$ cat src/hdl/cfei_pkg.sv
// Constants and carrier types of the CPU frame extract/inject block
package cfei_pkg;
    // Sizes
    localparam int NQ   = 8;
    localparam int NG   = 2;
    localparam int NP   = 12;
    localparam int NCLS = 12;
    localparam int NEN  = 14;
    localparam int NQS  = 13;
    localparam int CW   = 6;
    localparam logic [3:0] HOST_PORT = 4'hB;
    // Class and enable indices
    localparam int C_BPDU  = 0;
    localparam int C_ALLBR = 1;
    localparam int C_GARP  = 2;
    localparam int C_CCM   = 3;
    localparam int C_IGMP  = 4;
    localparam int C_MLD   = 5;
    localparam int C_IPMC  = 6;
    localparam int C_RGP   = 7;
    localparam int C_LRN   = 8;
    localparam int C_LOCK  = 9;
    localparam int C_LIMIT = 10;
    localparam int C_SRC   = 11;
    localparam int E_XHDR  = 12;
    localparam int E_IHDR  = 13;
    localparam int Q_MACC  = 12;
    // Register byte addresses
    localparam logic [7:0] A_CTRL  = 8'h00;
    localparam logic [7:0] A_EXT   = 8'h04;
    localparam logic [7:0] A_REDIR = 8'h08;
    localparam logic [7:0] A_THR   = 8'h0C;
    localparam logic [7:0] A_XTR   = 8'h10;
    localparam logic [7:0] A_EN    = 8'h40;
    localparam logic [7:0] A_QSEL  = 8'h80;
    localparam logic [7:0] A_CNT   = 8'hC0;
    // Control field positions
    localparam int F_RR   = 8;
    localparam int F_DMA  = 10;
    localparam int F_RPB  = 12;
    localparam int F_RPX  = 13;
    localparam int F_RPI  = 14;
    localparam int F_PFX  = 15;
    localparam int F_EXTM = 8;
    // Reset values and frame constants
    localparam logic [15:0] CTRL_RST = 16'h0000;
    localparam logic [5:0]  THR_RST  = 6'h20;
    localparam logic [39:0] RSV_BASE = 40'h0180C20000;
    localparam logic [3:0]  NIB_BPDU = 4'h0;
    localparam logic [7:0]  ALLBR_LO = 8'h10;
    localparam logic [3:0]  NIB_GARP = 4'h2;
    localparam logic [3:0]  NIB_CCM  = 4'h3;

    typedef struct packed {
        logic v; logic [3:0] port; logic [47:0] dmac;
        logic igmp; logic mld; logic ipmc; logic rgp;
        logic lrn; logic lock; logic limit; logic macc;
        logic grp_cpu; logic grp_redir; logic [2:0] grp_q;
    } cfei_cls_in_t;
    typedef struct packed {
        logic v; logic [7:0] qmask; logic redir;
        logic ext; logic [3:0] ext_port;
    } cfei_cls_out_t;
    typedef struct packed {
        logic v; logic bypass; logic [11:0] dest;
    } cfei_inj_t;
    typedef struct packed {
        logic v; logic [3:0] src; logic bypass;
        logic [11:0] dest; logic grp;
    } cfei_core_inj_t;
    typedef struct packed {
        logic v; logic [3:0] port; logic bypass; logic [11:0] dest;
    } cfei_ing_t;
    typedef struct packed {
        logic v; logic parsed; logic bypass; logic [11:0] dest;
    } cfei_ing_out_t;
    typedef struct packed { logic v; logic [3:0] port; } cfei_port_ev_t;
    typedef struct packed {
        logic v; logic hdr; logic before_dmac; logic prefix;
    } cfei_hdr_t;
    typedef struct packed { logic v; logic [2:0] q; } cfei_pop_t;
endpackage

$ cat src/hdl/cfei_top.sv
// CPU port: extraction queues, group schedulers, injection, headers
// Contract
// - CPU frames go to eight queues, each mapped to one of two groups
// - Each group has a strict or round robin scheduler over its queues
// - Two injection groups both feed the switch core
// - Every injected frame carries source port 11
// - Reserved range 0x frames copied or redirected per port to a queue
// - All-bridges address frames copied or redirected per port to a queue
// - Ranges 2x and 3x each have own port enable and queue
// - IGMP and MLD redirected, IP multicast control copied, own queues
// - Register protocol frames redirected per port to own queue
// - Learn, locked move and learn limit frames copied when enabled
// - Group entry or flood group with host bit sends to its queue
// - Source copy copies every frame of the port to its queue
// - Queues need shared pointers and obey the port 11 threshold
// - Frames leave through register reads or through the frame DMA
// - Register protocol engine can own one extract and one inject group
// - Extraction header inserted per port, before DMAC or after SMAC
// - Injection header interpreted when parsing enabled for the port
// - External host port number and queue mask are configurable
// - Per-port header insert and per-port header parse settings
// - External host header sits before DMAC with optional prefix
// - Injection header chooses analyzer or direct destination set
// - Multi-reason frame may reach internal queues and external host
//
// Added by the designer: the address map and the APB interface to the registers.
module cfei_top
    import cfei_pkg::*;
(
    // Clock and reset
    input  wire logic           clk,
    input  wire logic           reset_n,
    // APB slave
    input  wire logic           psel,
    input  wire logic           penable,
    input  wire logic           pwrite,
    input  wire logic [7:0]     paddr,
    input  wire logic [31:0]    pwdata,
    output logic                pready,
    output logic [31:0]         prdata,
    output logic                pslverr,
    // Analyzer classification
    input  wire cfei_cls_in_t   cls_in,
    input  wire logic           shared_free,
    output cfei_cls_out_t       cls_out,
    // Extraction pops
    input  wire logic [NG-1:0]  dma_pop,
    input  wire logic [NG-1:0]  rp_pop,
    output cfei_pop_t [NG-1:0]  pop_ans,
    // Injection
    input  wire cfei_inj_t [NG-1:0] inj_req,
    input  wire cfei_inj_t      rp_inj,
    input  wire logic           core_ready,
    output logic [NG-1:0]       inj_ack,
    output logic                rp_inj_ack,
    output cfei_core_inj_t      core_inj,
    // Port headers
    input  wire cfei_ing_t      ing_in,
    input  wire cfei_port_ev_t  eg_in,
    output cfei_ing_out_t       ing_out,
    output cfei_hdr_t           eg_out
);
    logic [15:0]   ctrl;
    logic [3:0]    ext_port;
    logic [7:0]    ext_mask;
    logic [3:0]    redir;
    logic [5:0]    thr;
    logic [NP-1:0] en [NEN];
    logic [2:0]    qsel [NQS];
    logic [CW-1:0] cnt [NQ];
    logic [2:0]    last [NG];
    logic [2:0]    apb_q;
    logic          apb_ok;
    logic          inj_turn;
    logic [31:0]   rd_val;
    logic          mapped;
    logic [7:0]    next_qmask;

    // APB decode
    wire apb_setup = psel & ~penable;
    wire apb_acc   = psel & penable & pready;
    wire apb_wr    = apb_acc & pwrite;
    wire [3:0] ridx = paddr[5:2];
    wire is_en  = paddr[7:6] == A_EN[7:6] && ridx < NEN;
    wire is_qs  = paddr[7:6] == A_QSEL[7:6] && ridx < NQS;
    wire is_cnt = paddr[7:5] == A_CNT[7:5] && !paddr[1];
    wire is_xtr = paddr[7:3] == A_XTR[7:3] && !paddr[1];
    wire xg     = paddr[2];

    // Classification helpers
    wire [3:0] sp   = cls_in.port;
    wire rsv        = cls_in.dmac[47:8] == RSV_BASE;
    wire [3:0] nib  = cls_in.dmac[7:4];
    logic [NCLS-1:0] match;
    logic [NCLS-1:0] hit;
    logic [2:0]      cq [NCLS];
    assign match[C_BPDU]  = rsv && nib == NIB_BPDU;
    assign match[C_ALLBR] = rsv && cls_in.dmac[7:0] == ALLBR_LO;
    assign match[C_GARP]  = rsv && nib == NIB_GARP;
    assign match[C_CCM]   = rsv && nib == NIB_CCM;
    assign match[C_IGMP]  = cls_in.igmp;
    assign match[C_MLD]   = cls_in.mld;
    assign match[C_IPMC]  = cls_in.ipmc;
    assign match[C_RGP]   = cls_in.rgp;
    assign match[C_LRN]   = cls_in.lrn;
    assign match[C_LOCK]  = cls_in.lock;
    assign match[C_LIMIT] = cls_in.limit;
    assign match[C_SRC]   = 1'b1;

    // Per-class port enable and queue; limit shares the learn queue
    for (genvar c = 0; c < NCLS; c++) begin : g_cls
        assign hit[c] = cls_in.v & match[c] & en[c][sp];
        assign cq[c]  = (c == C_LIMIT) ? qsel[C_LRN] : qsel[c];
    end

    // Queue mask of one frame, all reasons merged
    always_comb begin
        next_qmask = 8'h00;
        for (int c = 0; c < NCLS; c++) begin
            if (hit[c]) next_qmask[cq[c]] = 1'b1;
        end
        if (cls_in.v && cls_in.macc) next_qmask[qsel[Q_MACC]] = 1'b1;
        if (cls_in.v && cls_in.grp_cpu) next_qmask[cls_in.grp_q] = 1'b1;
    end

    // Redirect when any redirecting reason fires
    wire next_redir = hit[C_IGMP] | hit[C_MLD] | hit[C_RGP]
                    | |(hit[C_CCM:C_BPDU] & redir)
                    | (cls_in.v & cls_in.grp_cpu & cls_in.grp_redir);
    // split between internal queues and external host
    wire [7:0] int_mask = next_qmask & ~ext_mask;
    wire       to_ext   = |(next_qmask & ext_mask);

    // Scheduler pick: scan downward from start, first hit wins
    function automatic logic [3:0] pick(input logic [7:0] e,
                                        input logic [2:0] s);
        logic [3:0] r;
        logic [2:0] k;
        r = 4'h0;
        for (int i = 7; i >= 0; i--) begin
            k = s - 3'(i);
            if (e[k]) r = {1'b1, k};
        end
        return r;
    endfunction

    logic [7:0]    nonempty;
    logic [7:0]    enq;
    logic [7:0]    deq;
    logic [7:0]    elig [NG];
    logic [3:0]    pk [NG];
    logic [2:0]    pq [NG];
    logic [NG-1:0] fire;
    logic [NG-1:0] ow_rp;
    logic [NG-1:0] ow_dma;

    for (genvar q = 0; q < NQ; q++) begin : g_q
        assign nonempty[q] = cnt[q] != '0;
        // shared pointers and port 11 threshold
        assign enq[q] = int_mask[q] & shared_free & (cnt[q] < thr);
        assign deq[q] = (fire[0] && pq[0] == 3'(q))
                      | (fire[1] && pq[1] == 3'(q));
    end

    for (genvar g = 0; g < NG; g++) begin : g_grp
        assign elig[g] = nonempty & (g == 0 ? ~ctrl[7:0] : ctrl[7:0]);
        // strict or round robin per group
        // strict starts from the top queue
        assign pk[g] = pick(elig[g], ctrl[F_RR + g] ? last[g] - 3'h1
                                                      : 3'h7);
        // engine may own one extraction group
        assign ow_rp[g]  = ctrl[F_RPB] && ctrl[F_RPX] == 1'(g);
        assign ow_dma[g] = ~ow_rp[g] & ctrl[F_DMA + g];
        // register, DMA or engine drains the group
        assign fire[g] = ow_rp[g]  ? pk[g][3] & rp_pop[g]
                       : ow_dma[g] ? pk[g][3] & dma_pop[g]
                       : apb_acc & ~pwrite & is_xtr & xg == 1'(g)
                         & apb_ok;
        assign pq[g] = (ow_rp[g] | ow_dma[g]) ? pk[g][2:0] : apb_q;
    end

    // Register read mux
    always_comb begin
        rd_val = 32'h0;
        mapped = 1'b1;
        if (paddr == A_CTRL) begin
            rd_val = 32'(ctrl);
        end else if (paddr == A_EXT) begin
            rd_val = {16'h0, ext_mask, 4'h0, ext_port};
        end else if (paddr == A_REDIR) begin
            rd_val = 32'(redir);
        end else if (paddr == A_THR) begin
            rd_val = 32'(thr);
        end else if (is_xtr) begin
            rd_val = (ow_rp[xg] | ow_dma[xg]) ? 32'h0 : 32'(pk[xg]);
        end else if (is_en) begin
            rd_val = 32'(en[ridx]);
        end else if (is_qs) begin
            rd_val = 32'(qsel[ridx]);
        end else if (is_cnt) begin
            rd_val = 32'(cnt[paddr[4:2]]);
        end else begin
            mapped = 1'b0;
        end
    end

    // APB answer one cycle after setup; pop choice frozen at setup
    always_ff @(posedge clk) begin
        if (!reset_n) begin
            pready  <= 1'b0;
            prdata  <= 32'h0;
            pslverr <= 1'b0;
            apb_q   <= 3'h0;
            apb_ok  <= 1'b0;
        end else begin
            pready  <= apb_setup;
            pslverr <= apb_setup & ~mapped;
            if (apb_setup) begin
                prdata <= pwrite ? 32'h0 : rd_val;
                apb_q  <= pk[xg][2:0];
                apb_ok <= is_xtr & pk[xg][3] & ~ow_rp[xg] & ~ow_dma[xg];
            end
        end
    end

    // Configuration writes
    always_ff @(posedge clk) begin
        if (!reset_n) begin
            ctrl     <= CTRL_RST;
            ext_port <= 4'h0;
            ext_mask <= 8'h00;
            redir    <= 4'h0;
            thr      <= THR_RST;
            for (int i = 0; i < NEN; i++) en[i] <= '0;
            for (int i = 0; i < NQS; i++) qsel[i] <= 3'h0;
        end else if (apb_wr) begin
            if (paddr == A_CTRL) begin
                ctrl <= pwdata[15:0];
            end else if (paddr == A_EXT) begin
                // external host port and queue mask
                ext_port <= pwdata[3:0];
                ext_mask <= pwdata[F_EXTM +: 8];
            end else if (paddr == A_REDIR) begin
                redir <= pwdata[3:0];
            end else if (paddr == A_THR) begin
                thr <= pwdata[5:0];
            end else if (is_en) begin
                en[ridx] <= pwdata[NP-1:0];
            end else if (is_qs) begin
                qsel[ridx] <= pwdata[2:0];
            end
        end
    end

    // Queue occupancy and round robin pointers
    always_ff @(posedge clk) begin
        if (!reset_n) begin
            for (int q = 0; q < NQ; q++) cnt[q] <= '0;
            for (int g = 0; g < NG; g++) last[g] <= 3'h0;
        end else begin
            for (int q = 0; q < NQ; q++) begin
                cnt[q] <= cnt[q] + CW'(enq[q]) - CW'(deq[q]);
            end
            for (int g = 0; g < NG; g++) begin
                if (fire[g]) last[g] <= pq[g];
            end
        end
    end

    // Classification result and pop answers
    always_ff @(posedge clk) begin
        if (!reset_n) begin
            cls_out <= '0;
            pop_ans <= '0;
        end else begin
            cls_out <= {cls_in.v, next_qmask, next_redir, to_ext,
                        ext_port};
            for (int g = 0; g < NG; g++) begin
                pop_ans[g] <= {fire[g] & (ow_rp[g] | ow_dma[g]), pq[g]};
            end
        end
    end

    // Injection sources; the engine may take over one group
    cfei_inj_t src [NG];
    logic [NG-1:0] ielig;
    wire slot_free = ~core_inj.v | core_ready;
    for (genvar g = 0; g < NG; g++) begin : g_inj
        // engine replies through its injection group
        wire rp_here = ctrl[F_RPB] && ctrl[F_RPI] == 1'(g);
        assign src[g]   = rp_here ? rp_inj : inj_req[g];
        assign ielig[g] = src[g].v
                        & ~(rp_here ? rp_inj_ack : inj_ack[g]);
    end
    wire ig = (ielig == 2'b11) ? inj_turn : ielig[1];
    wire take = slot_free & |ielig;

    // Injection into the core, held until the core takes it
    always_ff @(posedge clk) begin
        if (!reset_n) begin
            core_inj   <= '0;
            inj_ack    <= '0;
            rp_inj_ack <= 1'b0;
            inj_turn   <= 1'b0;
        end else begin
            inj_ack    <= '0;
            rp_inj_ack <= 1'b0;
            if (take) begin
                core_inj.v      <= 1'b1;
                core_inj.src    <= HOST_PORT;
                core_inj.bypass <= src[ig].bypass;
                core_inj.dest   <= src[ig].bypass ? src[ig].dest
                                                  : 12'h000;
                core_inj.grp    <= ig;
                inj_turn        <= ~ig;
                if (ctrl[F_RPB] && ctrl[F_RPI] == ig) begin
                    rp_inj_ack <= 1'b1;
                end else begin
                    inj_ack[ig] <= 1'b1;
                end
            end else if (core_ready) begin
                core_inj.v <= 1'b0;
            end
        end
    end

    // Port header handling
    always_ff @(posedge clk) begin
        if (!reset_n) begin
            ing_out <= '0;
            eg_out  <= '0;
        end else begin
            // header interpreted only when parsing is on
            ing_out.v      <= ing_in.v;
            ing_out.parsed <= en[E_IHDR][ing_in.port];
            ing_out.bypass <= en[E_IHDR][ing_in.port] & ing_in.bypass;
            ing_out.dest   <= en[E_IHDR][ing_in.port] ? ing_in.dest
                                                      : 12'h000;
            // header insert, placement by port role
            // external host gets header before DMAC
            eg_out.v           <= eg_in.v;
            eg_out.hdr         <= en[E_XHDR][eg_in.port];
            eg_out.before_dmac <= eg_in.port == ext_port;
            eg_out.prefix      <= ctrl[F_PFX] & (eg_in.port == ext_port);
        end
    end
endmodule

$ cat config.mk
export PLATFORM = sky130hd
export DESIGN_NAME = cfei_top
export DESIGN_NICKNAME = d
export VERILOG_FILES = /design/src/hdl/cfei_pkg.sv /design/src/hdl/cfei_top.sv
export SDC_FILE = /design/constraint.sdc
export NUM_CORES = 1
export LEC_CHECK = 0
export BUFFER_PORTS_ARGS = -buffer_cell sky130_fd_sc_hd__buf_2
export CAP_MARGIN = 20
export CELL_PAD_IN_SITES_DETAIL_PLACEMENT = 0
export CELL_PAD_IN_SITES_GLOBAL_PLACEMENT = 1
export CORE_AREA = 2 2 226 228
export DETAILED_ROUTE_END_ITERATION = 10
export DIE_AREA = 0 0 228 230
export PLACE_DENSITY_LB_ADDON = 0.1
export SLEW_MARGIN = 20
export SYNTH_ARGS = -nofsm -noshare
export SYNTH_HDL_FRONTEND = slang
export SYNTH_SLANG_ARGS = --single-unit
$ cat constraint.sdc
create_clock -name clk -period 13.4 [get_ports clk]
set_input_delay 0.67 -clock clk [delete_from_list [all_inputs] [get_ports clk]]
set_output_delay 0.67 -clock clk [all_outputs]
set_load 0.02 [all_outputs]
==> results of run 1 <==
[layout by cell type, fill, tap and decap left out, drive strengths merged, types with 59 or more instances in the layout]
cell,instances
nand2b,62
and2,235
clkbuf,59
a21oi,135
edfxtp,243
mux4,144
dfxtp,170
inv,114
nand2,172
buf,275
ha,108
nor2,208
[sequential cells by signal, summed over array words and instances (netlist names), 8 cells and up]
| name | count |
|---|---|
| en | 192 |
| cnt | 48 |
| qsel | 45 |
| core_inj | 16 |
| ctrl | 16 |
| prdata | 16 |
| cls_out | 15 |
| ing_out | 15 |
| ext_mask | 8 |
| pop_ans | 8 |
[critical path, stage by stage (launching register included)]
cell,delay [ns]
dfxtp_1,0.78
nand2_1,0.43
inv_1,0.29
ha_1,0.25
inv_1,0.10
nor3_1,0.39
nor4_1,0.17
a21oi_1,0.42
nand4_1,0.38
a311oi_1,0.54
a211oi_1,0.14
o21ai_0,0.20
o32ai_1,0.29
ha_1,0.35
inv_1,0.06
ha_1,0.16
inv_1,0.06
fa_1,0.41
inv_1,0.08
a21oi_1,0.06
nor2_1,0.08
nor2_1,0.05
xor2_1,0.13
nor2_1,0.06
[path summary, 6_finish.rpt]
path / end / slack [ns] / depth (start not counted)
setup reg to reg: cnt[2][4] / 7.35 / 23
setup / recovery: cnt[2][4] / 7.35 / 23
hold reg to reg: core_inj[12] / 0.45 / 2
hold / removal: ing_out[14] / 0.29 / 2
[report_power, final]
part | internal [µW] | switching [µW] | leakage, µW
Clock | 723 | 558 | 0.000753
Sequential | 1390 | 34.0 | 0.00396
Combinational | 210 | 334 | 0.00638
[synthesized netlist by cell type (45+ instances only)]
cell type    n  share of area, %
a21oi_1    135               2.7
and2_1     234               5.8
clkbuf_1    97               1.4
dfxtp_1    170                13
edfxtp_1   243                29
ha_1       108               5.3
inv_1      109               1.6
mux4_2     144                13
nand2_1    170               2.5
nand2b_1    62               1.5
nor2_1     208               3.1
nor3_1      45              0.89
o21ai_0     49              0.97
[cell families after synthesis]
logic type | Yosys count | share of synthesized area, %
AOI/OAI and AO/OA | 427 | 11.4
xor gates and xnor gates | 44 | 1.58
adders and majority gates | 116 | 5.97
buffers and inverters | 266 | 4.48
DFF | 413 | 42.3
muxes | 192 | 14.8
other | 1 | 0.0148
and+or+nand+nor | 918 | 19.4
[area by class of cell]
type	count	area, µm²
multi-input combinational	1744	13700
tap	672	841
sequential	413	10700
fill	4304	21200
clock buffer	59	1240
clock inverter	27	278
inverter	112	423
timing repair buffer	275	1450
antenna	1	2.50
[stage by stage]
| stage | area, µm² | cells | total power [µW] |
|---|---|---|---|
| 2_1_floorplan | 25500 | 2423 | 1790 |
| 3_3_place_gp | 27100 | 3216 | 1970 |
| 3_5_place_dp | 27100 | 3216 | 1980 |
| 4_1_cts | 28600 | 3302 | 3250 |
| 5_1_grt | 28600 | 3303 | 3360 |
| 6_report | 28600 | 3303 | 3250 |
[per-layer routing]
metal	track usage (%)	vias to the layer above	wire, µm	share of wire (%)
li1	-	9187	-	-
met5	0	-	14	0.017
met2	46.5	911	35900	45
met4	11.8	4	3270	4.1
met1	42.9	9959	34200	42
met3	5.94	170	7190	8.9
==> summary.md, run 1 <==
| Metric | Value |
|---|---|
| GRT overflow | 0 |
| Number of flops mapped to enable cells by yosys | 243 |
| Final wirelength | 80,600 µm |
| Req. time, crit path | approximately 14 ns |
| Maxcap violations | 0 |
| Synth Warn # | 0 |
| Layout cells sized above 1 | 20.8% |
| Asr flop ratio synth | 0% |
| Worst path arrival time | 6.51 ns |
| # IOs | 280 |
| Rel. slew slack | roughly 22% |
| Port Buffers | 246 |
| Residual DRC | 0 |
| Post-synthesis sequential area ratio | between 40% and 50% |
| Status | completed |
| Tcrit/Tclk final | 45.2% |
| Mapped Area | approximately 0.025 mm² |
| CP Launch Point | ctrl[8] |
| Htree depth | 2 |
| Hold Crit Start | ing_in[17] |
| Pre-CTS setup slack | 7.42 ns |
| CTS Hold Bufs | 0 |
| WS Path Type | reg2reg |
| Setup Skew | 0.0306 ns |
| Reg2reg start | ctrl[8] |
| CTS Sinks | 413 |
| RSZ-0062 raised after global routing | false |
| Worst hold slack | approximately 0.29 ns |
| ANT nets after route | 0 |
| Crit start category | register |
| Worst slew pin tran | ~1.2 ns |
| Setup violations, final | 0 |
| First-pass GRT wire length | about 120,000 µm |
| GRT Util Overall | slightly above 30% |
| Row cnt | 82 |
| Post-route minimum period | approximately 6.1 ns |
| Initial core utilization | 50.7% |
| Post_cts resized | 0 |
| Flops & latches, synth | 413 |
| Drt via density | 6.13 |
| Maximum number of pins on one net before global-route repair | between 70 and 80 |
| Setup Buffers After CTS | 0 |
| Static leakage | between 0.01 and 0.015 µW |
| CTS tree | yes |
| Gpl congestion | around 0.91 |
| Crit-path max FO | 19 |
| Total Die Area | 0.0524 mm² |
| TritonCTS Buffers | 46 |
| Vias | roughly 20,000 |
| Max VDD drop | 0.0977 mV |
| Post-layout util | 57.4% |
| Hold Vio Cnt, Final | 0 |
| Post-Synthesis Cells | 2,377 |
| HP Class | in2reg |
| Setup crit end kind | register |
| Worst-Skew Late Latency | 0.62 ns |
| Root Driver | clkbuf_16 |
| Setup TNS | 0 ns |
| Post-DP HPWL | 59,600 µm |
| P&R area growth vs syn | 13.1% |
| Layout net count | between 2,000 and 3,000 |
| Count of final max-slew check failures | 0 |
| Vias in the first global route | 19,700 |
| Initial antenna violation count | 4 |
| Achievable Freq | 165 MHz |
| Core box area | between 0.04 and 0.05 mm² |
| PD cells | 113 mW/mm² |
| Yosys cell types | 93 |
| Drt first pass iters | 6 |
| Die Span Y | 230 µm |
| Routed WL per cell | 24.4 µm |
| Mean Syn Cell Area | ~11 µm² |
| Clk buf depth | 3 |
| Top_reg_cell synth | edfxtp_1 |
| DR iter-0 viols | 2,049 |
| Post-route setup slack | ~7.3 ns |
| Die W | 228 µm |
| Clock-pin transition on the worst setup and hold timing paths | 0.06 ns |
No activity file was read; power rests on OpenSTA's default activity.
==> inputs of run 2 (changes only) <==
Settings changed: CORE_AREA 2 2 226 228 to 2 2 246 248, DIE_AREA 0 0 228 230 to 0 0 248 250.
Clock period 13.4 ns to 5.2 ns, I/O delays scaled along.
==> run 2 against run 1 <==
Net effect:
- non-clock buffer count grew 130
- setup slack lost 7.1 ns
- utilization shrank 6.9 points
- clock-buffer cell count shrank 1
- clock skew shrank 0.0030 ns
- register-to-register slack lost 7.1 ns
- global-route usage shrank 2.7 points
- sequential power grew to 2.6 times the previous value
- largest power group unchanged
==> summary.md, run 2 (synthesis results as in run 1) <==
| Metric | Value |
|---|---|
| Clock network fraction of total power | 40.2% (was 39.5%) |
| Hold Crit Start | rp_inj[5] (was ing_in[17]) |
| Routed WL per cell | 24.4 µm (about the same) |
| Htree depth | 2 (unchanged) |
| Die Span Y | 250 µm (was 230 µm) |
| # IOs | 280 (unchanged) |
| Max VDD drop | 0.370 mV (was 0.0977 mV) |
| Gpl congestion | 0.932 (was 0.906) |
| Max FFs per register | 192 (unchanged) |
| Worst hold endpoint | core_inj[6] (was ing_out[14]) |
| Total Die Area | 0.0620 mm² (was 0.0524 mm²) |
| Setup Skew | 0.0276 ns (was 0.0306 ns) |
| Row cnt | 90 (was 82) |
| Rel. slew slack | 30.9% (was 22.4%) |
| Layout net count | 3,022 (was 2,890) |
| Drt via density | 5.74 (was 6.13) |
| Die W | 248 µm (was 228 µm) |
| Final std cells w/o fill | 3,545 (was 3,303) |
| Antenna cell count | 0 (was 1) |
| CTS Sinks | 413 (unchanged) |
| TritonCTS Buffers | 48 (was 46) |
| Commonest non-fill, non-tap cell in the layout | buf_2 (unchanged) |
| HP Class | in2reg (unchanged) |
| Setup crit end kind | register (unchanged) |
| Worst Hold Depth | 3 (was 2) |
| Worst reg-to-reg setup slack | 0.23 ns (was 7.35 ns) |
| Post-layout util | 50.5% (was 57.4%) |
| Maxcap violations | 0 (unchanged) |
| Core box area | 0.0596 mm² (was 0.0499 mm²) |
| Clk buf depth | 3 (unchanged) |
| Vias in the first global route | 19,900 (was 19,700) |
| PD cells | 289 mW/mm² (was 113 mW/mm²) |
| Biggest register | en (unchanged) |
| Worst slew pin tran | 1.03 ns (was 1.15 ns) |
| Pint | 6260 µW (was 2320 µW) |
| Root Driver | clkbuf_16 (unchanged) |
| Setup TNS | 0 ns (unchanged) |
| WS Path Type | reg2reg (unchanged) |
| Worst-Skew Late Latency | 0.61 ns (was 0.62 ns) |
| Residual DRC | 0 (unchanged) |
| P&R area growth vs syn | 19.0% (was 13.1%) |
| P_sw | 2440 µW (was 925 µW) |
| R2R depth | 23 (unchanged) |
| Crit start category | register (unchanged) |
| Static leakage | 0.0118 µW (was 0.0111 µW) |
| Reg-to-reg endpoint | cnt[6][4] (was cnt[2][4]) |
| DR iter-0 viols | 1,764 (was 2,049) |
| Layout cells sized above 1 | 24.5% (was 20.8%) |
| Comb power frac | 17.7% (was 16.8%) |
| Count of final max-slew check failures | 0 (unchanged) |
| Initial core utilization | 42.5% (was 50.7%) |
| Reg2reg start | last[0][0] (was ctrl[8]) |
| Reg power frac | 42.1% (was 43.8%) |
| Crit-path max FO | 6 (was 19) |
| Req. time, crit path | 5.64 ns (was 13.86 ns) |
| Most frequent cells in the layout | buf_2 (244), edfxtp_1 (243), and2_1 (232) (was buf_2 (244), edfxtp_1 (243), and2_1 (234)) |
| Post-route minimum period | 4.97 ns (was 6.05 ns) |
| Final wirelength | 86,500 µm (was 80,600 µm) |
| Initial antenna violation count | 2 (was 4) |
| Worst hold slack | 0.0320 ns (was 0.287 ns) |
| Pre-CTS setup slack | 0.0393 ns (was 7.42 ns) |
| Worst path arrival time | 5.41 ns (was 6.51 ns) |
| Sw Share | 28.0% (was 28.5%) |
| Drt first pass iters | 7 (was 6) |
| Tcrit/Tclk final | 95.6% (was 45.2%) |
| Regs by FF count | en (192), cnt (48), qsel (45) (unchanged) |
| Vias | 20,300 (was 20,200) |
| Port Buffers | 246 (unchanged) |
| Post-route setup slack | 0.228 ns (was 7.35 ns) |
| Placed insts | 3,431 (was 3,216) |
| GRT overflow | 0 (unchanged) |
| GRT Util Overall | 27.7% (was 30.4%) |
| Clock-pin transition on the worst setup and hold timing paths | 0.06 ns (about the same) |
| Achievable Freq | 201 MHz (was 165 MHz) |
| Post-DP HPWL | 64,600 µm (was 59,600 µm) |
| CTS tree | yes (unchanged) |
| Setup violations, final | 0 (unchanged) |
| First-pass GRT wire length | 129,000 µm (was 121,000 µm) |
| Status | completed (unchanged) |
| Hold Vio Cnt, Final | 0 (unchanged) |
| Maximum number of pins on one net before global-route repair | 68 (was 79) |
| ANT nets after route | 0 (unchanged) |
[run 2: stage by stage]
step | total power [µW] | area (µm²)
final | 8700 | 30100
after global routing | 9010 | 30100
after CTS | 8710 | 29900
after detailed placement | 5200 | 28000
after global placement | 5180 | 28000
after floorplan | 4620 | 25500
[run 2: what timing repair did]
action                     CTS  global route
setup buffers                0             1
resized for setup            1            35
pin swaps                    0             6
hold buffers                24             0
setup endpoints to repair    1            23
hold endpoints to repair    28             0
[run 2: area by class of cell]
| class | instances | area [µm²] |
|---|---|---|
| clock buffer | 58 | 1290 |
| tap | 782 | 978 |
| clock inverter | 31 | 334 |
| timing repair buffer | 405 | 2530 |
| fill | 5449 | 29500 |
| multi-input combinational | 1744 | 13900 |
| inverter | 112 | 423 |
| sequential | 413 | 10700 |
[run 2: worst max path at each step]
stage / start / to / slack, ns
2_1_floorplan: last[0][0] / cnt[6][4] / 0.47
3_3_place_gp: last[0][0] / cnt[0][4] / 0.02
3_5_place_dp: last[0][0] / cnt[0][4] / 0.04
4_1_cts: last[0][0] / cnt[6][4] / 0.06
5_1_grt: cnt[6][3] / cnt[2][4] / -0.01
6_report: last[0][0] / cnt[6][4] / 0.23
[run 2: worst max-delay path, cell delays in order (launching register included)]
cell and delay [ns]:
edfxtp_1 0.37, inv_1 0.06, ha_1 0.26, xor2_1 0.19
buf_4 0.18, nor2_2 0.22, buf_4 0.18, mux4_2 0.34
mux2i_1 0.29, o21ai_0 0.20, a21o_1 0.22, and4_1 0.22
o211ai_1 0.23, o32ai_1 0.15, buf_4 0.17, ha_1 0.27
inv_1 0.04, ha_1 0.23, fa_1 0.42, a21oi_1 0.19
nor2_1 0.05, nor2_1 0.11, xor2_1 0.17, nor2_1 0.05
[run 2: power groups by stage]
stage / combinational, µW / clock (µW) / sequential, µW
CTS: 1490 / 3560 / 3660
finish: 1540 / 3500 / 3660
global placement: 1460 / 0 / 3730
global route: 1660 / 3680 / 3670
detailed placement: 1470 / 0 / 3730
floorplan: 905 / 0 / 3720
[run 2: per-layer routing]
metal  GRT usage [%]  routed length, µm  share of wire (%)
met1            39.2              38000                 44
met2            45.1              41300                 48
met3            3.77               5390                6.2
met4            6.21               1790                2.1
met5               0                  0                  0
